## src/rtl/audio_codec_pkg.sv

```systemverilog
// shared constants, codes and helpers for the audio codec bus controller
package audio_codec_pkg;

	// register offsets inside the 256-byte region
	localparam int         OFFSET_W        = 8;
	localparam logic [7:0] OFF_PLAY_DATA   = 8'h00;
	localparam logic [7:0] OFF_REC_DATA    = 8'h04;
	localparam logic [7:0] OFF_STATUS      = 8'h08;
	localparam logic [7:0] OFF_CONTROL     = 8'h0c;
	localparam logic [7:0] OFF_CODEC_ADDR  = 8'h10;
	localparam logic [7:0] OFF_CODEC_WDATA = 8'h14;
	localparam logic [7:0] OFF_CODEC_RDATA = 8'h18;

	// status register bit positions
	localparam int ST_PLAY_FULL   = 0;
	localparam int ST_PLAY_EMPTY  = 1;
	localparam int ST_REC_FULL    = 2;
	localparam int ST_REC_EMPTY   = 3;
	localparam int ST_REC_OVERRUN = 4;
	localparam int ST_UNDERRUN    = 5;
	localparam int ST_CODEC_READY = 6;
	localparam int ST_ACCESS_DONE = 7;

	// control register bits, self clearing
	localparam int CTRL_PLAY_FLUSH = 0;
	localparam int CTRL_REC_FLUSH  = 1;

	// codec address register: index plus read flag on top
	localparam int CODEC_INDEX_W = 7;

	// sample buffers
	localparam int SAMPLE_W   = 16;
	localparam int FIFO_DEPTH = 16;
	localparam int LEVEL_W    = $clog2(FIFO_DEPTH + 1);

	// serial frame: one 16-bit tag slot, then twelve 20-bit slots
	localparam int         TAG_W         = 16;
	localparam int         SLOT_W        = 20;
	localparam int         SAMPLE_LSB    = 4;
	localparam logic [3:0] SLOT_TAG      = 4'h0;
	localparam logic [3:0] SLOT_ADDR     = 4'h1;
	localparam logic [3:0] SLOT_DATA     = 4'h2;
	localparam logic [3:0] SLOT_LEFT     = 4'h3;
	localparam logic [3:0] SLOT_RIGHT    = 4'h4;
	localparam logic [3:0] SLOT_LAST     = 4'hc;
	localparam logic [4:0] TAG_LAST_BIT  = 5'h0f;
	localparam logic [4:0] SLOT_LAST_BIT = 5'h13;

	// tag slot bit positions
	localparam int TAG_FRAME = 15;
	localparam int TAG_ADDR  = 14;
	localparam int TAG_DATA  = 13;
	localparam int TAG_LEFT  = 12;
	localparam int TAG_RIGHT = 11;

	// interrupt threshold selector codes
	localparam logic [2:0] LVL_NONE       = 3'h0;
	localparam logic [2:0] LVL_EMPTY      = 3'h1;
	localparam logic [2:0] LVL_HALF_EMPTY = 3'h2;
	localparam logic [2:0] LVL_HALF_FULL  = 3'h3;
	localparam logic [2:0] LVL_FULL       = 3'h4;

	// fill-level limits
	localparam logic [LEVEL_W-1:0] HALF_EMPTY_MAX = LEVEL_W'(7);
	localparam logic [LEVEL_W-1:0] HALF_FULL_MIN  = LEVEL_W'(8);
	localparam logic [LEVEL_W-1:0] LEVEL_FULL     = LEVEL_W'(FIFO_DEPTH);
	localparam logic [LEVEL_W-1:0] PAIR_WORDS     = LEVEL_W'(2);

	// threshold test shared by both directions
	function automatic logic thresholdMet(input logic [2:0] sel, input logic [LEVEL_W-1:0] level);
		case (sel)
			LVL_EMPTY:      thresholdMet = (level == '0);
			LVL_HALF_EMPTY: thresholdMet = (level <= HALF_EMPTY_MAX);
			LVL_HALF_FULL:  thresholdMet = (level >= HALF_FULL_MIN);
			LVL_FULL:       thresholdMet = (level == LEVEL_FULL);
			default:        thresholdMet = 1'b0;
		endcase
	endfunction

endpackage

```

## src/rtl/sample_fifo.sv

```systemverilog
// single-clock sample fifo with flush and fill level
`timescale 1ns/1ps
`default_nettype none
module sample_fifo
	import audio_codec_pkg::*;
#(
	parameter int WIDTH = SAMPLE_W,
	parameter int DEPTH = FIFO_DEPTH
)(
	input  wire logic                       clock,
	input  wire logic                       srst,
	input  wire logic                       flush,
	input  wire logic                       pushValid,
	input  wire logic [WIDTH-1:0]           pushData,
	output logic                            pushReady,
	output logic                            popValid,
	input  wire logic                       popReady,
	output logic [WIDTH-1:0]                popData,
	output logic [$clog2(DEPTH+1)-1:0]      level
);
	localparam int PTR_W = $clog2(DEPTH);
	localparam int CNT_W = $clog2(DEPTH + 1);

	// pointers and count; depth is a power of two so pointers wrap
	typedef struct packed {
		logic [PTR_W-1:0] wrPtr;
		logic [PTR_W-1:0] rdPtr;
		logic [CNT_W-1:0] count;
	} fifo_state_s;

	fifo_state_s      q;      // registered state
	fifo_state_s      n;      // next state
	logic [WIDTH-1:0] mem [DEPTH]; // sample storage
	logic             doPush; // accepted write
	logic             doPop;  // accepted read

	assign pushReady = (q.count != CNT_W'(DEPTH));
	assign popValid  = (q.count != '0);
	assign popData   = mem[q.rdPtr];
	assign level     = q.count;
	assign doPush    = pushValid & pushReady & ~flush;
	assign doPop     = popReady & popValid & ~flush;

	// pointer and count update, flush empties
	always_comb begin
		n = q;
		if (flush) begin
			n = '0;
		end else begin
			if (doPush) begin
				n.wrPtr = PTR_W'(q.wrPtr + 1'b1);
			end
			if (doPop) begin
				n.rdPtr = PTR_W'(q.rdPtr + 1'b1);
			end
			n.count = CNT_W'(q.count + CNT_W'(doPush) - CNT_W'(doPop));
		end
	end

	// state register
	always_ff @(posedge clock) begin
		if (srst) begin
			q <= '0;
		end else begin
			q <= n;
		end
	end

	// storage write, no reset needed
	always_ff @(posedge clock) begin
		if (doPush) begin
			mem[q.wrPtr] <= pushData;
		end
	end
endmodule
`default_nettype wire

```

## src/rtl/audio_codec_bus_controller.sv

```systemverilog
// apb slave that drives an audio codec serial link with sample buffers
`timescale 1ns/1ps
`default_nettype none
module audio_codec_bus_controller
	import audio_codec_pkg::*;
#(
	parameter int                         busAddressWidth         = 32,
	parameter int                         busDataWidth            = 32,
	parameter logic [busAddressWidth-1:0] regionStartAddress      = 32'h0000_0000,
	parameter logic [busAddressWidth-1:0] regionEndAddress        = 32'h0000_00ff,
	parameter bit                         playbackEnable          = 1'b1,
	parameter bit                         recordEnable            = 1'b1,
	parameter logic [2:0]                 playbackIrqThresholdSel = LVL_HALF_EMPTY,
	parameter logic [2:0]                 recordIrqThresholdSel   = LVL_HALF_FULL
)(
	input  wire logic                       clock,
	input  wire logic                       srst,
	input  wire logic [busAddressWidth-1:0] paddr,
	input  wire logic                       psel,
	input  wire logic                       penable,
	input  wire logic                       pwrite,
	input  wire logic [busDataWidth-1:0]    pwdata,
	output var  logic [busDataWidth-1:0]    prdata,
	output var  logic                       pready,
	output var  logic                       pslverr,
	output var  logic                       playbackIrq,
	output var  logic                       recordIrq,
	input  wire logic                       codecBitClock,
	output var  logic                       frameSync,
	output var  logic                       serialToCodec,
	input  wire logic                       serialFromCodec
);
	// address bits that vary inside the region
	localparam logic [busAddressWidth-1:0] REGION_MASK = regionEndAddress - regionStartAddress;

	// all controller state
	typedef struct packed {
		logic [busDataWidth-1:0]  prdata;       // read data to bus
		logic                     pready;       // access phase answer
		logic                     pslverr;      // error answer
		logic                     playIrq;      // playback level interrupt
		logic                     recIrq;       // record level interrupt
		logic                     sync;         // frame sync pin
		logic                     sdo;          // serial pin to codec
		logic [2:0]               clkSync;      // bit clock synchroniser
		logic [2:0]               dinSync;      // serial input synchroniser
		logic                     clkLevel;     // accepted bit clock level
		logic [3:0]               slot;         // slot being shifted
		logic [4:0]               slotBit;      // bit in slot, counts down
		logic [TAG_W-1:0]         outTag;       // outgoing tag slot
		logic [SLOT_W-1:0]        outAddr;      // outgoing command address slot
		logic [SLOT_W-1:0]        outData;      // outgoing command data slot
		logic [SAMPLE_W-1:0]      outLeft;      // outgoing left sample
		logic [SAMPLE_W-1:0]      outRight;     // outgoing right sample
		logic                     takeRight;    // second pop of a pair due
		logic                     playing;      // playback has started
		logic                     underrun;     // sticky playback underrun
		logic                     overrun;      // sticky record overrun
		logic [SLOT_W-1:0]        inShift;      // incoming shift register
		logic [TAG_W-1:0]         inTag;        // tag of incoming frame
		logic                     codecReady;   // codec reports ready
		logic                     accessDone;   // codec register access over
		logic                     pending;      // command waits for a frame
		logic                     inFlight;     // command sent, not finished
		logic [CODEC_INDEX_W:0]   cmdAddr;      // read flag and register index
		logic [SAMPLE_W-1:0]      cmdWdata;     // codec write data
		logic [SAMPLE_W-1:0]      codecRdata;   // codec read data
		logic                     playFlush;    // playback flush pulse
		logic                     recFlush;     // record flush pulse
		logic                     recPushValid; // record sample to store
		logic [SAMPLE_W-1:0]      recPushData;  // record sample
	} ctrl_state_s;

	ctrl_state_s              q;          // registered state
	ctrl_state_s              n;          // next state
	logic [OFFSET_W-1:0]      offset;     // byte offset in region
	logic                     inRegion;   // address hits the region
	logic                     setupPhase; // first cycle of a transfer
	logic                     complete;   // transfer ends this edge without error
	logic                     rise;       // bit clock rising edge
	logic                     fall;       // bit clock falling edge
	logic                     frameStart; // first bit of a new frame
	logic [3:0]               ns;         // slot after this bit
	logic [4:0]               nb;         // bit after this bit
	logic [SLOT_W-1:0]        word;       // incoming word with newest bit
	logic [SLOT_W-1:0]        leftWord;   // left sample as slot
	logic [SLOT_W-1:0]        rightWord;  // right sample as slot
	logic [busDataWidth-1:0]  rdData;     // read mux
	logic                     accessOk;   // offset and direction legal
	logic                     playPush;   // bus writes a sample
	logic                     playPop;    // link takes a sample
	logic                     playReady;  // playback fifo not full
	logic                     playValid;  // playback fifo not empty
	logic [SAMPLE_W-1:0]      playData;   // playback head
	logic [LEVEL_W-1:0]       playLevel;  // playback fill
	logic                     recPop;     // bus reads a sample
	logic                     recReady;   // record fifo not full
	logic                     recValid;   // record fifo not empty
	logic [SAMPLE_W-1:0]      recData;    // record head
	logic [LEVEL_W-1:0]       recLevel;   // record fill

	// outputs straight from state flip-flops
	assign prdata        = q.prdata;
	assign pready        = q.pready;
	assign pslverr       = q.pslverr;
	assign playbackIrq   = q.playIrq;
	assign recordIrq     = q.recIrq;
	assign frameSync     = q.sync;
	assign serialToCodec = q.sdo;

	// bus decode
	assign offset     = paddr[OFFSET_W-1:0];
	assign inRegion   = ((paddr & ~REGION_MASK) == regionStartAddress);
	assign setupPhase = psel & ~penable & ~q.pready;
	assign complete   = psel & penable & q.pready & ~q.pslverr;
	assign playPush   = complete & pwrite & (offset == OFF_PLAY_DATA);
	assign recPop     = complete & ~pwrite & (offset == OFF_REC_DATA) & recValid;

	// bit clock edges once synchroniser stages agree
	assign rise = (q.clkSync[1] == q.clkSync[2]) & q.clkSync[2] & ~q.clkLevel;
	assign fall = (q.clkSync[1] == q.clkSync[2]) & ~q.clkSync[2] & q.clkLevel;

	generate
		if (playbackEnable) begin : gPlay
			sample_fifo #(
				.WIDTH (SAMPLE_W),
				.DEPTH (FIFO_DEPTH)
			) uPlayFifo (
				.clock     (clock),
				.srst      (srst),
				.flush     (q.playFlush),
				.pushValid (playPush),
				.pushData  (pwdata[SAMPLE_W-1:0]),
				.pushReady (playReady),
				.popValid  (playValid),
				.popReady  (playPop),
				.popData   (playData),
				.level     (playLevel)
			);
		end else begin : gNoPlay
			assign playReady = 1'b0;
			assign playValid = 1'b0;
			assign playData  = '0;
			assign playLevel = '0;
		end
	endgenerate

	generate
		if (recordEnable) begin : gRec
			sample_fifo #(
				.WIDTH (SAMPLE_W),
				.DEPTH (FIFO_DEPTH)
			) uRecFifo (
				.clock     (clock),
				.srst      (srst),
				.flush     (q.recFlush),
				.pushValid (q.recPushValid),
				.pushData  (q.recPushData),
				.pushReady (recReady),
				.popValid  (recValid),
				.popReady  (recPop),
				.popData   (recData),
				.level     (recLevel)
			);
		end else begin : gNoRec
			assign recReady = 1'b0;
			assign recValid = 1'b0;
			assign recData  = '0;
			assign recLevel = '0;
		end
	endgenerate

	// register read mux and legality check
	always_comb begin
		rdData   = '0;
		accessOk = 1'b1;
		if (!inRegion) begin
			accessOk = 1'b0;
		end else if (pwrite) begin
			case (offset)
				// full or absent playback buffer refuses
				OFF_PLAY_DATA:   accessOk = playbackEnable & playReady;
				OFF_CONTROL:     accessOk = 1'b1;
				OFF_CODEC_ADDR:  accessOk = 1'b1;
				OFF_CODEC_WDATA: accessOk = 1'b1;
				default:         accessOk = 1'b0;
			endcase
		end else begin
			case (offset)
				OFF_REC_DATA: begin
					accessOk = recordEnable;
					// empty buffer reads as zero, its storage may be unwritten
					rdData   = recValid ? busDataWidth'(recData) : '0;
				end
				OFF_STATUS: begin
					rdData[ST_PLAY_FULL]   = ~playReady;
					rdData[ST_PLAY_EMPTY]  = ~playValid;
					rdData[ST_REC_FULL]    = ~recReady;
					rdData[ST_REC_EMPTY]   = ~recValid;
					rdData[ST_REC_OVERRUN] = q.overrun;
					rdData[ST_UNDERRUN]    = q.underrun;
					rdData[ST_CODEC_READY] = q.codecReady;
					rdData[ST_ACCESS_DONE] = q.accessDone;
				end
				OFF_CONTROL:     rdData = '0;
				OFF_CODEC_ADDR:  rdData = busDataWidth'(q.cmdAddr);
				OFF_CODEC_WDATA: rdData = busDataWidth'(q.cmdWdata);
				OFF_CODEC_RDATA: rdData = busDataWidth'(q.codecRdata);
				default:         accessOk = 1'b0;
			endcase
		end
	end

	// next state: bus, synchronisers, serial frame
	always_comb begin
		n            = q;
		playPop      = 1'b0;
		ns           = q.slot;
		nb           = q.slotBit;
		frameStart   = 1'b0;
		word         = {q.inShift[SLOT_W-2:0], q.dinSync[2]};
		n.playFlush  = 1'b0;
		n.recFlush   = 1'b0;
		n.recPushValid = 1'b0;

		// three-stage pin synchronisers
		n.clkSync = {q.clkSync[1:0], codecBitClock};
		n.dinSync = {q.dinSync[1:0], serialFromCodec};
		if (q.clkSync[1] == q.clkSync[2]) begin
			n.clkLevel = q.clkSync[2];
		end

		// answer in the first access cycle
		if (setupPhase) begin
			n.pready  = 1'b1;
			n.pslverr = ~accessOk;
			n.prdata  = accessOk ? rdData : '0;
		end else begin
			n.pready  = 1'b0;
			n.pslverr = 1'b0;
		end

		// register writes at the completing edge
		if (complete && pwrite) begin
			case (offset)
				OFF_CONTROL: begin
					n.playFlush = pwdata[CTRL_PLAY_FLUSH];
					n.recFlush  = pwdata[CTRL_REC_FLUSH];
				end
				OFF_CODEC_ADDR: begin
					n.cmdAddr    = pwdata[CODEC_INDEX_W:0];
					n.pending    = 1'b1;
					n.accessDone = 1'b0;
				end
				OFF_CODEC_WDATA: n.cmdWdata = pwdata[SAMPLE_W-1:0];
				default: n.cmdWdata = q.cmdWdata;
			endcase
		end

		// flush clears underrun before new sets
		if (q.playFlush) begin
			n.underrun  = 1'b0;
			n.playing   = 1'b0;
			n.takeRight = 1'b0;
		end
		// flush clears overrun before new sets
		if (q.recFlush) begin
			n.overrun = 1'b0;
		end

		// sample arriving at full buffer is lost
		if (q.recPushValid && !recReady && !q.recFlush) begin
			n.overrun = 1'b1;
		end

		// right sample follows left by one cycle
		if (q.takeRight && !q.playFlush) begin
			n.outRight  = playData;
			playPop     = 1'b1;
			n.takeRight = 1'b0;
		end

		// rising edge: advance and drive next bit
		if (rise) begin
			if (q.slotBit == '0) begin
				ns = (q.slot == SLOT_LAST) ? SLOT_TAG : 4'(q.slot + 4'h1);
				nb = (ns == SLOT_TAG) ? TAG_LAST_BIT : SLOT_LAST_BIT;
				frameStart = (q.slot == SLOT_LAST);
			end else begin
				nb = 5'(q.slotBit - 5'h01);
			end
			n.slot    = ns;
			n.slotBit = nb;
			if (frameStart) begin
				n.outTag            = '0;
				n.outTag[TAG_FRAME] = 1'b1;
				if (q.pending) begin
					n.pending          = 1'b0;
					n.inFlight         = 1'b1;
					n.outTag[TAG_ADDR] = 1'b1;
					n.outTag[TAG_DATA] = ~q.cmdAddr[CODEC_INDEX_W];
					n.outAddr          = {q.cmdAddr, {(SLOT_W-CODEC_INDEX_W-1){1'b0}}};
					n.outData          = {q.cmdWdata, {SAMPLE_LSB{1'b0}}};
				end
				// pop a left/right pair when one is there
				if (playbackEnable && playLevel >= PAIR_WORDS && !q.playFlush) begin
					n.outTag[TAG_LEFT]  = 1'b1;
					n.outTag[TAG_RIGHT] = 1'b1;
					n.outLeft           = playData;
					playPop             = 1'b1;
					n.takeRight         = 1'b1;
					n.playing           = 1'b1;
				end else if (q.playing && !q.playFlush) begin
					n.underrun = 1'b1;
				end
			end
			// sync high across the tag slot
			n.sync    = (ns == SLOT_TAG);
			leftWord  = {n.outLeft, {SAMPLE_LSB{1'b0}}};
			rightWord = {n.outRight, {SAMPLE_LSB{1'b0}}};
			case (ns)
				SLOT_TAG:   n.sdo = n.outTag[nb[3:0]];
				SLOT_ADDR:  n.sdo = n.outAddr[nb];
				SLOT_DATA:  n.sdo = n.outData[nb];
				SLOT_LEFT:  n.sdo = n.outTag[TAG_LEFT] & leftWord[nb];
				SLOT_RIGHT: n.sdo = n.outTag[TAG_RIGHT] & rightWord[nb];
				default:    n.sdo = 1'b0;
			endcase
		end else begin
			leftWord  = '0;
			rightWord = '0;
		end

		if (fall) begin
			n.inShift = word;
			if (q.slotBit == '0) begin
				case (q.slot)
					SLOT_TAG: begin
						n.inTag      = word[TAG_W-1:0];
						n.codecReady = word[TAG_FRAME];
					end
					SLOT_DATA: begin
						// write done once its data slot went out
						if (q.inFlight && !q.outAddr[SLOT_W-1]) begin
							n.inFlight   = 1'b0;
							n.accessDone = 1'b1;
						// read answer comes in a later frame
						end else if (q.inFlight && !q.outTag[TAG_ADDR] && q.inTag[TAG_DATA]) begin
							n.inFlight   = 1'b0;
							n.accessDone = 1'b1;
							n.codecRdata = word[SLOT_W-1:SAMPLE_LSB];
						end
					end
					SLOT_LEFT: begin
						n.recPushValid = recordEnable & q.inTag[TAG_LEFT];
						n.recPushData  = word[SLOT_W-1:SAMPLE_LSB];
					end
					SLOT_RIGHT: begin
						n.recPushValid = recordEnable & q.inTag[TAG_RIGHT];
						n.recPushData  = word[SLOT_W-1:SAMPLE_LSB];
					end
					default: n.inShift = word;
				endcase
			end
		end

		n.playIrq = playbackEnable & thresholdMet(playbackIrqThresholdSel, playLevel);
		n.recIrq  = recordEnable & thresholdMet(recordIrqThresholdSel, recLevel);
	end

	// one clock, synchronous reset to idle
	always_ff @(posedge clock) begin
		if (srst) begin
			q         <= '0;
			q.slot    <= SLOT_LAST;
			q.slotBit <= 5'h00;
		end else begin
			q <= n;
		end
	end
endmodule
`default_nettype wire

```

## config.mk

```make
export PLATFORM = sky130hd
export DESIGN_NAME = audio_codec_bus_controller
export DESIGN_NICKNAME = d
export VERILOG_FILES = /design/src/rtl/audio_codec_pkg.sv /design/src/rtl/sample_fifo.sv /design/src/rtl/audio_codec_bus_controller.sv
export SDC_FILE = /design/constraint.sdc
export NUM_CORES = 1
export LEC_CHECK = 0
export BUFFER_PORTS_ARGS = -buffer_cell sky130_fd_sc_hd__buf_2
export CAP_MARGIN = 20
export CORE_UTILIZATION = 56
export CTS_CLUSTER_DIAMETER = 80
export DETAILED_ROUTE_END_ITERATION = 8
export GPL_TIMING_DRIVEN = 1
export PLACE_DENSITY = 0.8
export SLEW_MARGIN = 20
export SYNTH_ARGS = -nofsm -noshare
export SYNTH_HDL_FRONTEND = slang
export SYNTH_SLANG_ARGS = --single-unit
```

## constraint.sdc

```tcl
create_clock -name clock -period 3.85 [get_ports clock]
set_input_delay 0.1925 -clock clock [delete_from_list [all_inputs] [get_ports clock]]
set_output_delay 0.1925 -clock clock [all_outputs]
set_load 0.02 [all_outputs]
```

Word-level counts from Yosys, hierarchy flattened --
Memory sizes are Yosys's and may differ from the RTL's. A register that Yosys moved wholly into a read port is not among the register bits. Index checks and enable logic that the tools add are counted.
Storage, ports and cells: register bits 270, RAM bits 512, bits of input ports 71, output and inout port bits 38, memories 2
Cells by class: add/subtract/negate cells 10, $lt $le $gt $ge 5, eq/ne operators 17, multiplexer cells 73, bitwise operators 44, reductions and logical operators 36
Memories:
- gPlay.uPlayFifo.mem | depth 16, width 16, read ports 1, clocked after Yosys merged registers in 1, write ports 1, line sample_fifo.sv:33 | logic [WIDTH-1:0] mem [DEPTH];
- gRec.uRecFifo.mem | depth 16, width 16, read ports 1, clocked after Yosys merged registers in 1, write ports 1, line sample_fifo.sv:33
Operator list (count):
- 72-bit 2-to-1 mux | 2
- 32-bit 2-to-1 mux | 3
- 40-bit 2-to-1 mux | 1
- 8-bit case mux with 5 select lines | 1
- 17-bit case mux with 2 select lines | 1
- 32-bit logical NOT | 1
- 1-bit 2-to-1 mux | 32
- 16-bit 2-to-1 mux | 2
- 4-bit 2-to-1 mux | 7
- 1-bit bitwise AND | 24
- 8-bit by 5-bit == test with 1-bit output, second input constant | 3
- 8-bit case mux with 3 select lines | 1
- 4-bit by 1-bit adder with 4-bit output, second input constant | 5
- 1-bit binary-select mux with 5-bit select | 4
- 1-bit NOT | 20
- 2-bit 2-to-1 mux | 9
- 17-bit 2-to-1 mux | 1
- 4-bit by 2-bit == test with 1-bit output, second input constant | 4
- 8-bit by 4-bit == test with 1-bit output, second input constant | 2
- 5-bit 2-to-1 mux | 3
- 4-bit logical NOT | 3
- 5-bit by 1-bit adder with 5-bit output | 2
- 5-bit inequality test, second input constant | 2
- 5-bit nonzero test | 2
- 27 further kinds | 50

Longest topological paths before layout --
Gate-level depths: netlist of run 1.
word-level depth 13, mapped depth 18

Hierarchy --
Synthesis of run 1 repeated with hierarchy kept, for this count alone.
Unflattened totals: cells, all modules 2138, area, all modules 30868.4 um^2
By module, submodules not included:
- sample_fifo (gPlay.uPlayFifo) | times used 1, cells each 513, area an instance 10626.4 um^2, sequential area each 8027.7 um^2
- sample_fifo (gRec.uRecFifo) | times used 1, cells each 513, area an instance 10618.9 um^2, sequential area each 8027.7 um^2
- audio_codec_bus_controller | times used 1, cells each 1112, area an instance 9623.0 um^2, sequential area each 4304.1 um^2

Worst setup path before layout of run 1 --
Ideal clock, no wire load.
path kind register -> register, start point register q[191] (netlist name), end point register gPlay.uPlayFifo.q (netlist bit gPlay.uPlayFifo.level[4]), library setup time 0.070 ns, arrival time 3.857 ns, required time 3.780 ns, slack -0.077 ns, cell stages (with the launch flop) 19, path buffers 3, period minus slack after synthesis 3.927 ns, path through dfxtp_1 -> clkbuf_1 -> inv_2 -> ha_1 -> or4b_1 -> clkbuf_1 -> a311oi_2 -> and2_1 -> buf_2 -> nor2_1 -> nor3_4 -> ha_1 -> inv_1 -> ha_1 -> fa_1 -> a21oi_1 -> nor2_1 -> or3_1 -> a21oi_1
On the way: longest elaborated chain between the ends 8
Ends and longest elaborated chain:
- start, declared | line audio_codec_bus_controller.sv:74 | ctrl_state_s q;
- start signal, assigned | line audio_codec_bus_controller.sv:378 | q <= n;
- 5-bit logical NOT | line audio_codec_bus_controller.sv:285 | if (q.slotBit == '0) begin
- 1-bit 2-to-1 mux | line audio_codec_bus_controller.sv:285
- 1-bit 2-to-1 mux | line audio_codec_bus_controller.sv:284 | if (rise) begin
- 1-bit 2-to-1 mux | line audio_codec_bus_controller.sv:294 | if (frameStart) begin
- 1-bit 2-to-1 mux | line audio_codec_bus_controller.sv:284
- 1-bit bitwise AND (2 in a row) | line sample_fifo.sv:42 | assign doPop = popReady & popValid & ~flush;
- 5-bit by 1-bit subtractor with 5-bit output | line sample_fifo.sv:56 | n.count = CNT_W'(q.count + CNT_W'(doPush) - CNT_W'(doPop));
- end signal, assigned | line sample_fifo.sv:65 | q <= n;
- end, declared | line sample_fifo.sv:31 | fifo_state_s q;
Every way passes these cells. The select of a mux whose other input is x is not followed. A chain may end at the register's enable or synchronous reset.

Final worst setup path of run 1 --
start point register q[192] (netlist name), end point register gPlay.uPlayFifo.q (netlist bit gPlay.uPlayFifo.level[4])
The elaborated chain is that of the path after synthesis.

==> reports/qor.json, run 1 <==
{
  "outcome": "completed",
  "htree_levels": 3,
  "dp.final_hpwl_mm": 46.8,
  "timing.final.max_slew_violations": 0,
  "ir_worst_vdd_mv": 0.572,
  "core_region_area_mm2": 0.0542,
  "gr-total-overflow": 0,
  "critPathKind": "reg2reg",
  "combPwrFrac_pct": 1.5,
  "fraction_of_final_layout_cells_with_drive_strength_greater_than_1_pct": 19.9,
  "antennaDiodeCount": 0,
  "leakage_nw": 11.8,
  "fmax_ghz": 0.276,
  "place_congestion": 0.894,
  "drt_first_iter_violations": 2259,
  "timing.final.crit_share_pct": 94.1,
  "crit_path_end_kind": "flop",
  "timing.critical_path.slowest_stage_cell": "or4b_1",
  "routed-via-count": 19300,
  "route.detailed.vias_per_inst": 6.29,
  "synthTopCellsByArea": "edfxtp_1 (50%), dfxtp_1 (16%), mux4_2 (9.5%)",
  "clk_latency_ns": 0.64,
  "first_global_vias": 19200,
  "class_of_the_tightest_hold_or_removal_check": "in2reg",
  "power-per-cell-area_mw_per_mm2": 475,
  "netlist_instances": 2196,
  "report.final.setup_viol": 0,
  "tightestPinTransition_ns": 0.838,
  "synth_seq_cells": 761,
  "design.die.area_mm2": 0.0562,
  "overall_die_height_um": 237,
  "timing.hold.worst_path_depth": 4,
  "synth_edf_count": 512,
  "tritoncts.num_buffers": 74,
  "critPathLaunchType": "flop",
  "drcViolationCount": 0,
  "drt-pass1-iter-count": 6,
  "timing.final.crit_period_ns": 3.62,
  "groute.usage.overall_pct": 27.1,
  "synth-warning-count": 0,
  "worstPathArrival_ns": 4.19,
  "timing.max_cap.violations": 0,
  "initial_core_util_pct": 57.1,
  "fin_skew_ns": 0.0203,
  "pin_count_of_the_biggest_net_entering_global_routing": 116,
  "r2r.worst_path.cells": 15,
  "internal_power_w": 0.0133,
  "final_critical_path_setup_slack_ns": 0.227,
  "floorplan.die.width_um": 237,
  "preCtsSetupSlack_ns": 0.269,
  "count_of_pins_on_the_block_boundary": 109,
  "antenna_violations_before_repair": 1,
  "synth-main-ff-cell": "edfxtp_1",
  "tritoncts": "yes",
  "clkSlewWorstSetupHoldPaths_ns": 0.07,
  "leading_post_synthesis_cells_by_instance_count": "edfxtp_1 (512), dfxtp_1 (249), nand2_1 (237)",
  "netlist-cell-type-count": 86,
  "power.share.clock_pct": 46.5,
  "synth_top_cell_by_area": "edfxtp_1",
  "async_flop_share_pct": 0,
  "ant_nets": 0,
  "hold_viol_final": 0,
  "cp_num_cells": 15,
  "critPathTopFamily": "simple AND/OR/NAND/NOR gates",
  "final.fill_count": 3672,
  "switching_power_w": 0.00336,
  "cts-root-buf": "clkbuf_16",
  "synth.top_cell.area_share_pct": 49.7,
  "final.setup.tns_ns": 0,
  "slew_headroom_pct": 44.0,
  "cpPeakStageDelay_ns": 0.61,
  "worst_ep_required_time_ns": 4.41,
  "crit_chain": "inv_1 -> ha_1 -> or4b_1 -> a311oi_4 -> and2_1 -> nor2_1 -> nor3_4 -> ha_1 -> inv_1 -> ha_1 -> fa_1 -> a21oi_1 -> nor2_1 -> or3_1 -> a21oi_1",
  "sequentialPowerShare_pct": 52.0,
  "finish.net_count": 2425,
  "grt_pass1_wl_mm": 114,
  "postSynthAreaPerCell_um2": 14.1,
  "syn-cell-area_mm2": 0.0310,
  "rows": 85,
  "area.growth.synth_to_final_pct": 13.3,
  "rsz0062_at_grt": "no",
  "buffer_levels_on_the_longest_clock_path": 3,
  "sw_frac_of_total_pct": 20.2,
  "critical_path_buf_inv_count": 2,
  "place.port_buffers": 76,
  "post_drt_wl_per_cell_um": 24.4,
  "wirelength_mm": 75.0,
  "synthMostInstantiatedCell": "edfxtp_1",
  "synth-seq-area-share_pct": 65.8,
  "cts.sinks": 761,
  "worstPathMaxFanout": 5,
  "worst_path_most_repeated_cell": "ha_1"
}
layer usage:
metal	vias to the layer above	track usage (%)	routed length, µm
li1	8433	-	-
met1	9696	35.4	28600
met2	1019	45.2	37100
met3	186	4.78	6550
met4	2	11.0	2740
met5	-	0	11
final timing paths:
kind                         endpoint  slack (ns)     from
max          gPlay.uPlayFifo.level[4]        0.23   q[192]
min                            pready        0.07  penable
max reg2reg  gPlay.uPlayFifo.level[4]        0.23   q[192]
min reg2reg                     q[79]        0.45   q[203]
metrics by stage:
step	total power [W]	area [µm²]	utilization (%)	instances	hold slack (ns)
floorplan	0.00896	31000	-	2211	0.291
global placement	0.00905	32300	59.5	2919	0.433
detailed placement	0.00906	32300	59.5	2919	0.440
CTS	0.0167	35100	64.7	3076	0.0315
global route	0.0170	35100	64.7	3076	0.0488
finish	0.0167	35100	64.7	3076	0.0687
what timing repair did:
action	CTS	global route
buffers inserted	0	0
hold buffers	19	0
resized for setup	0	0
endpoints found under the hold margin	257	0
area by class of cell:
cell class                 instances  area, µm²  area share (%)
tap                              696        871            2.48
multi-input combinational       1256       9730            27.7
inverter                          40        150           0.428
timing repair buffer             185       1340            3.82
sequential                       761      20400            58.1
clock buffer                     100       2110            6.03
clock inverter                    38        495            1.41
registers in the layout, summed over array words and instances, names as in the netlist, named ones only:
signal and flops:
pslverr 1, gRec.uRecFifo.q 8, gRec.uRecFifo.level 5, frameSync 1, serialToCodec 1, gPlay.uPlayFifo.level 5
pready 1, gPlay.uPlayFifo.q 8, gRec.uRecFifo.mem 256, recordIrq 1, q 189, gPlay.uPlayFifo.mem 256
n 4, prdata 16, playbackIrq 1
tightest hold or removal path, delay by kind of cell:
family	cells	cell delay, ns
and+or+nand+nor	3	0.34
buffers and inverters	1	0.10
power groups by stage:
stage                     sequential, W  clock, W  combinational (W)
after floorplan                 0.00884         0           0.000115
after global placement          0.00884         0           0.000210
after detailed placement        0.00884         0           0.000218
after CTS                       0.00866   0.00783           0.000236
after global routing            0.00866   0.00813           0.000256
final                           0.00866   0.00774           0.000243
cell families (layout without fill, tap and decap cells):
logic type,Yosys count,in the layout,share of synthesized area [%]
flops,761,761,65.8
xor+xnor,17,17,0.481
other cells,1,16,0.0121
buf+inv,194,363,3.24
fa+ha+maj,36,36,1.50
mux,245,245,13.3
simple gates,637,637,9.38
compound gates,305,305,6.36
placed cells by master, fill, tap and decap left out, types with 10 or more instances in the layout:
cell / Yosys / final
edfxtp_1: 512 / 512
dfxtp_1: 249 / 243
nand2_1: 237 / 237
nor2_1: 204 / 203
a21oi_1: 143 / 143
mux4_2: 131 / 131
mux2i_1: 100 / 100
buf_4: 39 / 83
clkbuf_16: 0 / 78
buf_2: 25 / 75
and2_1: 48 / 48
inv_1: 38 / 38
ha_1: 34 / 34
nand3_1: 25 / 25
a22oi_1: 22 / 22
nor3_1: 30 / 21
a211oi_1: 20 / 20
a31oi_1: 19 / 19
o21ai_0: 19 / 19
dlygate4sd3_1: 0 / 19
conb_1: 1 / 16
mux2_2: 14 / 14
clkbuf_1: 67 / 14
nand2b_1: 13 / 13
nor2b_1: 12 / 12
nor4_1: 12 / 11
clkinv_2: 0 / 11
nor3_2: 1 / 10
o22ai_1: 10 / 10
bufinv_16: 0 / 10
No activity file was read; power rests on OpenSTA's default activity.
==> run 2: changes to the inputs <==
- CORE_UTILIZATION: 56 -> 62
- PLACE_DENSITY: 0.8 -> 0.84
- clock period: 3.85 -> 3.4 ns (I/O delays scaled with it)
==> run 2 against run 1 <==
  * First-iteration DRC count is 19% higher
  * Final cell count down 0.49%
  * Worst setup slack got worse by 0.10 ns
  * Wire length rose by 2.5%
  * Global-route usage rose by 4.0 points
  * Cell area about the same
  * Critical path type unchanged
==> reports/qor.json, run 2 (synthesis gave the netlist of run 1 again) <==
{
  "layout.cells.most_common": {"value": "edfxtp_1", "change": "unchanged"},
  "critPathKind": {"value": "reg2reg", "change": "unchanged"},
  "hold_viol_final": {"value": 0, "change": "unchanged"},
  "regArea": {"value": 0.0204, "unit": "mm²", "change": "unchanged"},
  "initial_core_util": {"value": 63.1, "unit": "%", "change": "was 57.1%"},
  "worst_ep_required_time": {"value": 3.95, "unit": "ns", "change": "was 4.41 ns"},
  "rsz0062_at_grt": {"value": "no", "change": "unchanged"},
  "place_congestion": {"value": 0.918, "change": "was 0.894"},
  "cts.sinks": {"value": 761, "change": "unchanged"},
  "area.growth.synth_to_final": {"value": 13.2, "unit": "%", "change": "was 13.3%"},
  "finish.net_count": {"value": 2445, "change": "was 2,425"},
  "final_critical_path_setup_slack": {"value": 0.125, "unit": "ns", "change": "was 0.227 ns"},
  "holdPathEnd": {"value": "pready", "change": "unchanged"},
  "final_util": {"value": 71.4, "unit": "%", "change": "was 64.7%"},
  "fraction_of_final_layout_cells_with_drive_strength_greater_than_1": {"value": 20.4, "unit": "%", "change": "was 19.9%"},
  "report.final.setup_viol": {"value": 0, "change": "unchanged"},
  "buffer_levels_on_the_longest_clock_path": {"value": 3, "change": "unchanged"},
  "final.fill_count": {"value": 2982, "change": "was 3,672"},
  "outcome": {"value": "completed", "change": "unchanged"},
  "core_region_area": {"value": 0.0491, "unit": "mm²", "change": "was 0.0542 mm²"},
  "drt_first_iter_violations": {"value": 2684, "change": "was 2,259"},
  "slew_headroom": {"value": 45.1, "unit": "%", "change": "was 44.0%"},
  "final_cell_mix": {"value": "edfxtp_1 (512), dfxtp_1 (243), nand2_1 (237)", "change": "unchanged"},
  "drcViolationCount": {"value": 0, "change": "unchanged"},
  "regToRegStartpoint": {"value": "gPlay.uPlayFifo.level[2]", "change": "was q[192]"},
  "clk_latency": {"value": 0.63, "unit": "ns", "change": "was 0.64 ns"},
  "reg2reg_slack": {"value": 0.13, "unit": "ns", "change": "was 0.23 ns"},
  "drt-pass1-iter-count": {"value": 6, "change": "unchanged"},
  "final.setup.tns": {"value": 0, "unit": "ns", "change": "unchanged"},
  "totalPowerFinal": {"value": 0.0185, "unit": "W", "change": "was 0.0167 W"},
  "design.die.area": {"value": 0.0508, "unit": "mm²", "change": "was 0.0562 mm²"},
  "timing.max_cap.violations": {"value": 0, "change": "unchanged"},
  "largestRegisters": {"value": "gPlay.uPlayFifo.mem: 256 flops, gRec.uRecFifo.mem: 256 flops, q: 189 flops", "change": "unchanged"},
  "gr-total-overflow": {"value": 0, "change": "unchanged"},
  "place.port_buffers": {"value": 76, "change": "unchanged"},
  "worstPathArrival": {"value": 3.83, "unit": "ns", "change": "was 4.19 ns"},
  "timing.final.crit_share": {"value": 96.3, "unit": "%", "change": "was 94.1%"},
  "timing.final.crit_period": {"value": 3.27, "unit": "ns", "change": "was 3.62 ns"},
  "count_of_pins_on_the_block_boundary": {"value": 109, "change": "unchanged"},
  "dp.final_hpwl": {"value": 48.5, "unit": "mm", "change": "was 46.8 mm"},
  "tightestPinTransition": {"value": 0.822, "unit": "ns", "change": "was 0.838 ns"},
  "worstSetupStartpoint": {"value": "gPlay.uPlayFifo.level[2]", "change": "was q[192]"},
  "fmax": {"value": 0.305, "unit": "GHz", "change": "was 0.276 GHz"},
  "wirelength": {"value": 76.9, "unit": "mm", "change": "was 75.0 mm"},
  "ir_worst_vdd": {"value": 0.648, "unit": "mV", "change": "was 0.572 mV"},
  "timing.hold.worst_path_depth": {"value": 2, "change": "was 4"},
  "class_of_the_tightest_hold_or_removal_check": {"value": "in2reg", "change": "unchanged"},
  "first_global_vias": {"value": 19800, "change": "was 19,200"},
  "r2r_end": {"value": "prdata[1]", "change": "was gPlay.uPlayFifo.level[4]"},
  "r2r.worst_path.cells": {"value": 11, "change": "was 15"},
  "overall_die_height": {"value": 225, "unit": "µm", "change": "was 237 µm"},
  "htree_levels": {"value": 3, "change": "unchanged"},
  "route.detailed.vias_per_inst": {"value": 6.43, "change": "was 6.29"},
  "clkSlewWorstSetupHoldPaths": {"value": 0.06, "unit": "ns", "change": "was 0.07 ns"},
  "grt_pass1_wl": {"value": 117, "unit": "mm", "change": "was 114 mm"},
  "cts-root-buf": {"value": "clkbuf_16", "change": "unchanged"},
  "antennaDiodeCount": {"value": 0, "change": "unchanged"},
  "routed-via-count": {"value": 19700, "change": "was 19,300"},
  "tritoncts.num_buffers": {"value": 75, "change": "was 74"},
  "timing.final.max_slew_violations": {"value": 0, "change": "unchanged"},
  "worstPathMaxFanout": {"value": 8, "change": "was 5"},
  "power-per-cell-area": {"value": 527, "unit": "mW/mm²", "change": "was 475 mW/mm²"},
  "timing.hold.worst.start": {"value": "srst", "change": "was penable"},
  "tritoncts": {"value": "yes", "change": "unchanged"},
  "rows": {"value": 81, "change": "was 85"},
  "fin_skew": {"value": 0.0259, "unit": "ns", "change": "was 0.0203 ns"},
  "floorplan.die.width": {"value": 225, "unit": "µm", "change": "was 237 µm"},
  "multiInputGateArea": {"value": 0.00976, "unit": "mm²", "change": "was 0.00973 mm²"},
  "ant_nets": {"value": 0, "change": "unchanged"},
  "leakage": {"value": 11.9, "unit": "nW", "change": "was 11.8 nW"},
  "crit_path_end_kind": {"value": "flop", "change": "unchanged"},
  "pin_count_of_the_biggest_net_entering_global_routing": {"value": 86, "change": "was 116"},
  "critPathLaunchType": {"value": "flop", "change": "unchanged"},
  "groute.usage.overall": {"value": 31.1, "unit": "%", "change": "was 27.1%"},
  "preCtsSetupSlack": {"value": 0.151, "unit": "ns", "change": "was 0.269 ns"},
  "antenna_violations_before_repair": {"value": 1, "change": "unchanged"},
  "post_drt_wl_per_cell": {"value": 25.1, "unit": "µm", "change": "was 24.4 µm"},
  "cts_setup_buffers": {"value": 0, "change": "unchanged"},
  "final.hold.worst_slack": {"value": 0.00101, "unit": "ns", "change": "was 0.0687 ns"}
}
run 2: cell count changes in the layout (fill, tap and decap cells not counted), sizes merged:
cell / delta
buf: +21
dlygate4sd3: -2
bufinv: -2
clkinvlp: -6
inv: -3
clkbuf: +2
clkinv: +7
run 2: cell type report:
type                       count  share of cell area [%]
sequential                   761                    58.1
multi-input combinational   1256                    27.8
clock buffer                 102                    5.91
timing repair buffer         204                    4.22
tap                          664                    2.37
clock inverter                34                    1.09
inverter                      40                   0.450
run 2: where the power goes:
part,internal [W],switching [W]
registers,0.00981,0.00000417
logic,0.0000759,0.000200
clock network,0.00488,0.00349
total,0.0148,0.00369
run 2: worst max path at each step:
stage	endpoint	depth (start not counted)
detailed placement	prdata[1]	11
global placement	prdata[1]	11
CTS	prdata[1]	11
finish	prdata[1]	11
floorplan	gPlay.uPlayFifo.level[4]	18
global route	serialToCodec	10
run 2: timing repair:
action / in CTS / in global routing
hold buffers: 17 / 0
endpoints found under the hold margin: 223 / 0
gates resized for setup: 0 / 1
setup endpoints to repair: 0 / 2
run 2: per-stage QoR:
step	instance area, µm²	instances
after CTS	35000	3061
after global routing	35000	3061
final	35000	3061
after global placement	32400	2908
after detailed placement	32400	2908
after floorplan	31100	2211
run 2: critical path, stage by stage, from the launching register on:
cell and delay (ns):
dfxtp_1 0.37, inv_1 0.09, ha_1 0.21, nor3b_1 0.16, nand2_1 0.11, nand4_1 0.26, a211o_1 0.40, or3_1 0.40
or4b_1 0.71, a31oi_1 0.34, a21oi_1 0.07, nor2_1 0.08
run 2: metal layers:
metal	share of wire (%)	global-route usage, %	up-vias
li1	-	-	8452
met1	36	39.0	9710
met2	49	51.5	1199
met3	9.5	6.17	304
met4	5.4	16.0	2
met5	0.018	0	-
==> run 3: changes to the inputs <==
==> constraint.sdc (replaced) <==
create_clock -name clock -period 3.4 [get_ports clock]
set_input_delay 0.68 -clock clock [delete_from_list [all_inputs] [get_ports clock]]
set_output_delay 0.68 -clock clock [all_outputs]
set_load 0.02 [all_outputs]
==> run 3 against run 2 <==
  * Highest routed layer unchanged
  * Maximum frequency rose by 0.24%
  * Sequential power barely moved
  * Critical path type unchanged
  * Wire length rose by 0.99%
  * Final cell count fell by 0.26%
  * Critical endpoint is now gPlay.uPlayFifo.level[4]
  * Sequential cell count did not move
==> reports/qor.json, run 3 (synthesis gave the netlist of run 1 again) <==
{
  "fin_cells": {"value": 3053, "change": "was 3,061"},
  "route.detailed.vias_per_inst": {"value": 6.39, "change": "was 6.43"},
  "antenna_violations_before_repair": {"value": 4, "change": "was 1"},
  "outcome": {"value": "completed", "change": "unchanged"},
  "fmax": {"value": 0.306, "unit": "GHz", "change": "was 0.305 GHz"},
  "initial_core_util": {"value": 63.1, "unit": "%", "change": "unchanged"},
  "tritoncts": {"value": "yes", "change": "unchanged"},
  "tightestPinTransition": {"value": 0.839, "unit": "ns", "change": "was 0.822 ns"},
  "timing.final.max_slew_violations": {"value": 0, "change": "unchanged"},
  "worstPathArrival": {"value": 3.82, "unit": "ns", "change": "was 3.83 ns"},
  "routed-via-count": {"value": 19500, "change": "was 19,700"},
  "slew_headroom": {"value": 44.0, "unit": "%", "change": "was 45.1%"},
  "count_of_pins_on_the_block_boundary": {"value": 109, "change": "unchanged"},
  "htree_levels": {"value": 3, "change": "unchanged"},
  "core_region_area": {"value": 0.0491, "unit": "mm²", "change": "unchanged"},
  "layout.cells.most_common": {"value": "edfxtp_1", "change": "unchanged"},
  "fraction_of_final_layout_cells_with_drive_strength_greater_than_1": {"value": 21.0, "unit": "%", "change": "was 20.4%"},
  "gr-total-overflow": {"value": 0, "change": "unchanged"},
  "design.die.area": {"value": 0.0508, "unit": "mm²", "change": "unchanged"},
  "area.growth.synth_to_final": {"value": 12.8, "unit": "%", "change": "was 13.2%"},
  "totalPowerFinal": {"value": 0.0183, "unit": "W", "change": "was 0.0185 W"},
  "timing.max_cap.violations": {"value": 0, "change": "unchanged"},
  "leakage": {"value": 11.8, "unit": "nW", "change": "was 11.9 nW"},
  "worstPathMaxFanout": {"value": 4, "change": "was 8"},
  "crit_path_end_kind": {"value": "flop", "change": "unchanged"},
  "buffer_levels_on_the_longest_clock_path": {"value": 3, "change": "unchanged"},
  "cts.sinks": {"value": 761, "change": "unchanged"},
  "dp_cells": {"value": 2913, "change": "was 2,908"},
  "clk_latency": {"value": 0.63, "unit": "ns", "change": "about the same"},
  "critPathKind": {"value": "reg2reg", "change": "unchanged"},
  "power-per-cell-area": {"value": 524, "unit": "mW/mm²", "change": "was 527 mW/mm²"},
  "floorplan.die.width": {"value": 225, "unit": "µm", "change": "unchanged"},
  "first_global_vias": {"value": 19900, "change": "was 19,800"},
  "final.hold.worst_slack": {"value": 0.291, "unit": "ns", "change": "was 0.00101 ns"},
  "drt-pass1-iter-count": {"value": 9, "change": "was 6"},
  "cts-root-buf": {"value": "clkbuf_16", "change": "unchanged"},
  "r2r.worst_path.cells": {"value": 15, "change": "was 11"},
  "postCtsHoldBufs": {"value": 0, "change": "was 17"},
  "wirelength": {"value": 77.7, "unit": "mm", "change": "was 76.9 mm"},
  "fin_skew": {"value": 0.0257, "unit": "ns", "change": "was 0.0259 ns"},
  "regToRegStartpoint": {"value": "q[192]", "change": "was gPlay.uPlayFifo.level[2]"},
  "overall_die_height": {"value": 225, "unit": "µm", "change": "unchanged"},
  "final_cell_mix": {"value": "edfxtp_1 (512), dfxtp_1 (240), nand2_1 (237)", "change": "was edfxtp_1 (512), dfxtp_1 (243), nand2_1 (237)"},
  "dp.final_hpwl": {"value": 48.5, "unit": "mm", "change": "about the same"},
  "timing.hold.worst.start": {"value": "codecBitClock", "change": "was srst"},
  "pin_count_of_the_biggest_net_entering_global_routing": {"value": 81, "change": "was 86"},
  "place_area": {"value": 0.0324, "unit": "mm²", "change": "about the same"},
  "ant_nets": {"value": 0, "change": "unchanged"},
  "worstSetupStartpoint": {"value": "q[192]", "change": "was gPlay.uPlayFifo.level[2]"},
  "critPathLaunchType": {"value": "flop", "change": "unchanged"},
  "class_of_the_tightest_hold_or_removal_check": {"value": "in2reg", "change": "unchanged"},
  "tritoncts.num_buffers": {"value": 74, "change": "was 75"},
  "holdPathEnd": {"value": "n[205]", "change": "was pready"},
  "ir_worst_vdd": {"value": 0.522, "unit": "mV", "change": "was 0.648 mV"},
  "place.port_buffers": {"value": 76, "change": "unchanged"},
  "groute.usage.overall": {"value": 31.3, "unit": "%", "change": "was 31.1%"},
  "grt_pass1_wl": {"value": 117, "unit": "mm", "change": "about the same"},
  "clkSlewWorstSetupHoldPaths": {"value": 0.07, "unit": "ns", "change": "was 0.06 ns"},
  "design_area": {"value": 0.0349, "unit": "mm²", "change": "was 0.0350 mm²"},
  "reg2reg_slack": {"value": 0.13, "unit": "ns", "change": "about the same"},
  "report.final.setup_viol": {"value": 0, "change": "unchanged"},
  "post_drt_wl_per_cell": {"value": 25.4, "unit": "µm", "change": "was 25.1 µm"},
  "worst_ep_required_time": {"value": 3.95, "unit": "ns", "change": "about the same"},
  "timing.hold.worst_path_depth": {"value": 2, "change": "unchanged"},
  "place_congestion": {"value": 0.933, "change": "was 0.918"},
  "timing.final.crit_share": {"value": 96.1, "unit": "%", "change": "was 96.3%"},
  "r2r_end": {"value": "gPlay.uPlayFifo.level[4]", "change": "was prdata[1]"},
  "drcViolationCount": {"value": 0, "change": "unchanged"},
  "largestRegisters": {"value": "gPlay.uPlayFifo.mem: 256 flops, gRec.uRecFifo.mem: 256 flops, q: 189 flops", "change": "unchanged"},
  "rows": {"value": 81, "change": "unchanged"},
  "drt_first_iter_violations": {"value": 2459, "change": "was 2,684"},
  "timing.final.crit_period": {"value": 3.27, "unit": "ns", "change": "about the same"},
  "finish.net_count": {"value": 2435, "change": "was 2,445"},
  "hold_viol_final": {"value": 0, "change": "unchanged"}
}
==> run 3: power breakdown <==
group,internal (W),switching (W)
logic,0.0000637,0.000198
registers,0.00981,0.00000410
clock network,0.00475,0.00349
total,0.0146,0.00370
==> run 3: worst max path at each step <==
stage	endpoint	slack [ns]
2_1_floorplan	gPlay.uPlayFifo.level[4]	-0.15
3_3_place_gp	gRec.uRecFifo.level[4]	0.02
3_5_place_dp	gRec.uRecFifo.level[4]	-0.04
4_1_cts	gPlay.uPlayFifo.level[4]	0.07
5_1_grt	gPlay.uPlayFifo.level[4]	-0.04
6_report	gPlay.uPlayFifo.level[4]	0.13
==> run 3: final cells by class <==
type                            instances  area, µm²
Tap cell                              664        831
Antenna cell                            3       7.51
Clock buffer                          104       2080
Clock inverter                         30        345
Fill cell                            2991      14100
Inverter                               40        155
Sequential cell                       761      20400
Timing Repair Buffer                  195       1380
Multi-Input combinational cell       1256       9760
==> run 3: timing repair <==
item                       CTS  global route
resized for setup            1            12
pin swaps                    0             3
buffers inserted             0             3
setup endpoints to repair    1             2
==> run 3: stage by stage <==
stage               setup slack (ns)  TNS, ns  util (%)
detailed placement           -0.0449   -0.167      66.2
finish                         0.133        0      71.2
global route                 -0.0407  -0.0407      71.2
floorplan                     -0.146   -0.146         -
CTS                           0.0703        0      71.1
global placement              0.0231        0      66.2
==> run 3: worst max-delay path: stages (launching register included) <==
cell	delay [ns]
dfxtp_2	0.33
inv_2	0.07
ha_4	0.15
or4b_4	0.51
a311oi_4	0.24
and2_4	0.20
nor2_1	0.08
nor3_4	0.24
ha_1	0.15
inv_1	0.04
ha_2	0.18
fa_2	0.37
a21oi_2	0.14
nor2_1	0.05
or3_1	0.30
a21oi_1	0.14
==> run 3: per-layer routing <==
layer / routed length [µm] / vias up / GRT usage (%)
met1: 27600 / 9608 / 38.0
met2: 38900 / 1191 / 53.0
met3: 7450 / 260 / 6.43
li1: - / 8441 / -
met4: 3710 / 2 / 16.2
met5: 10 / - / 0
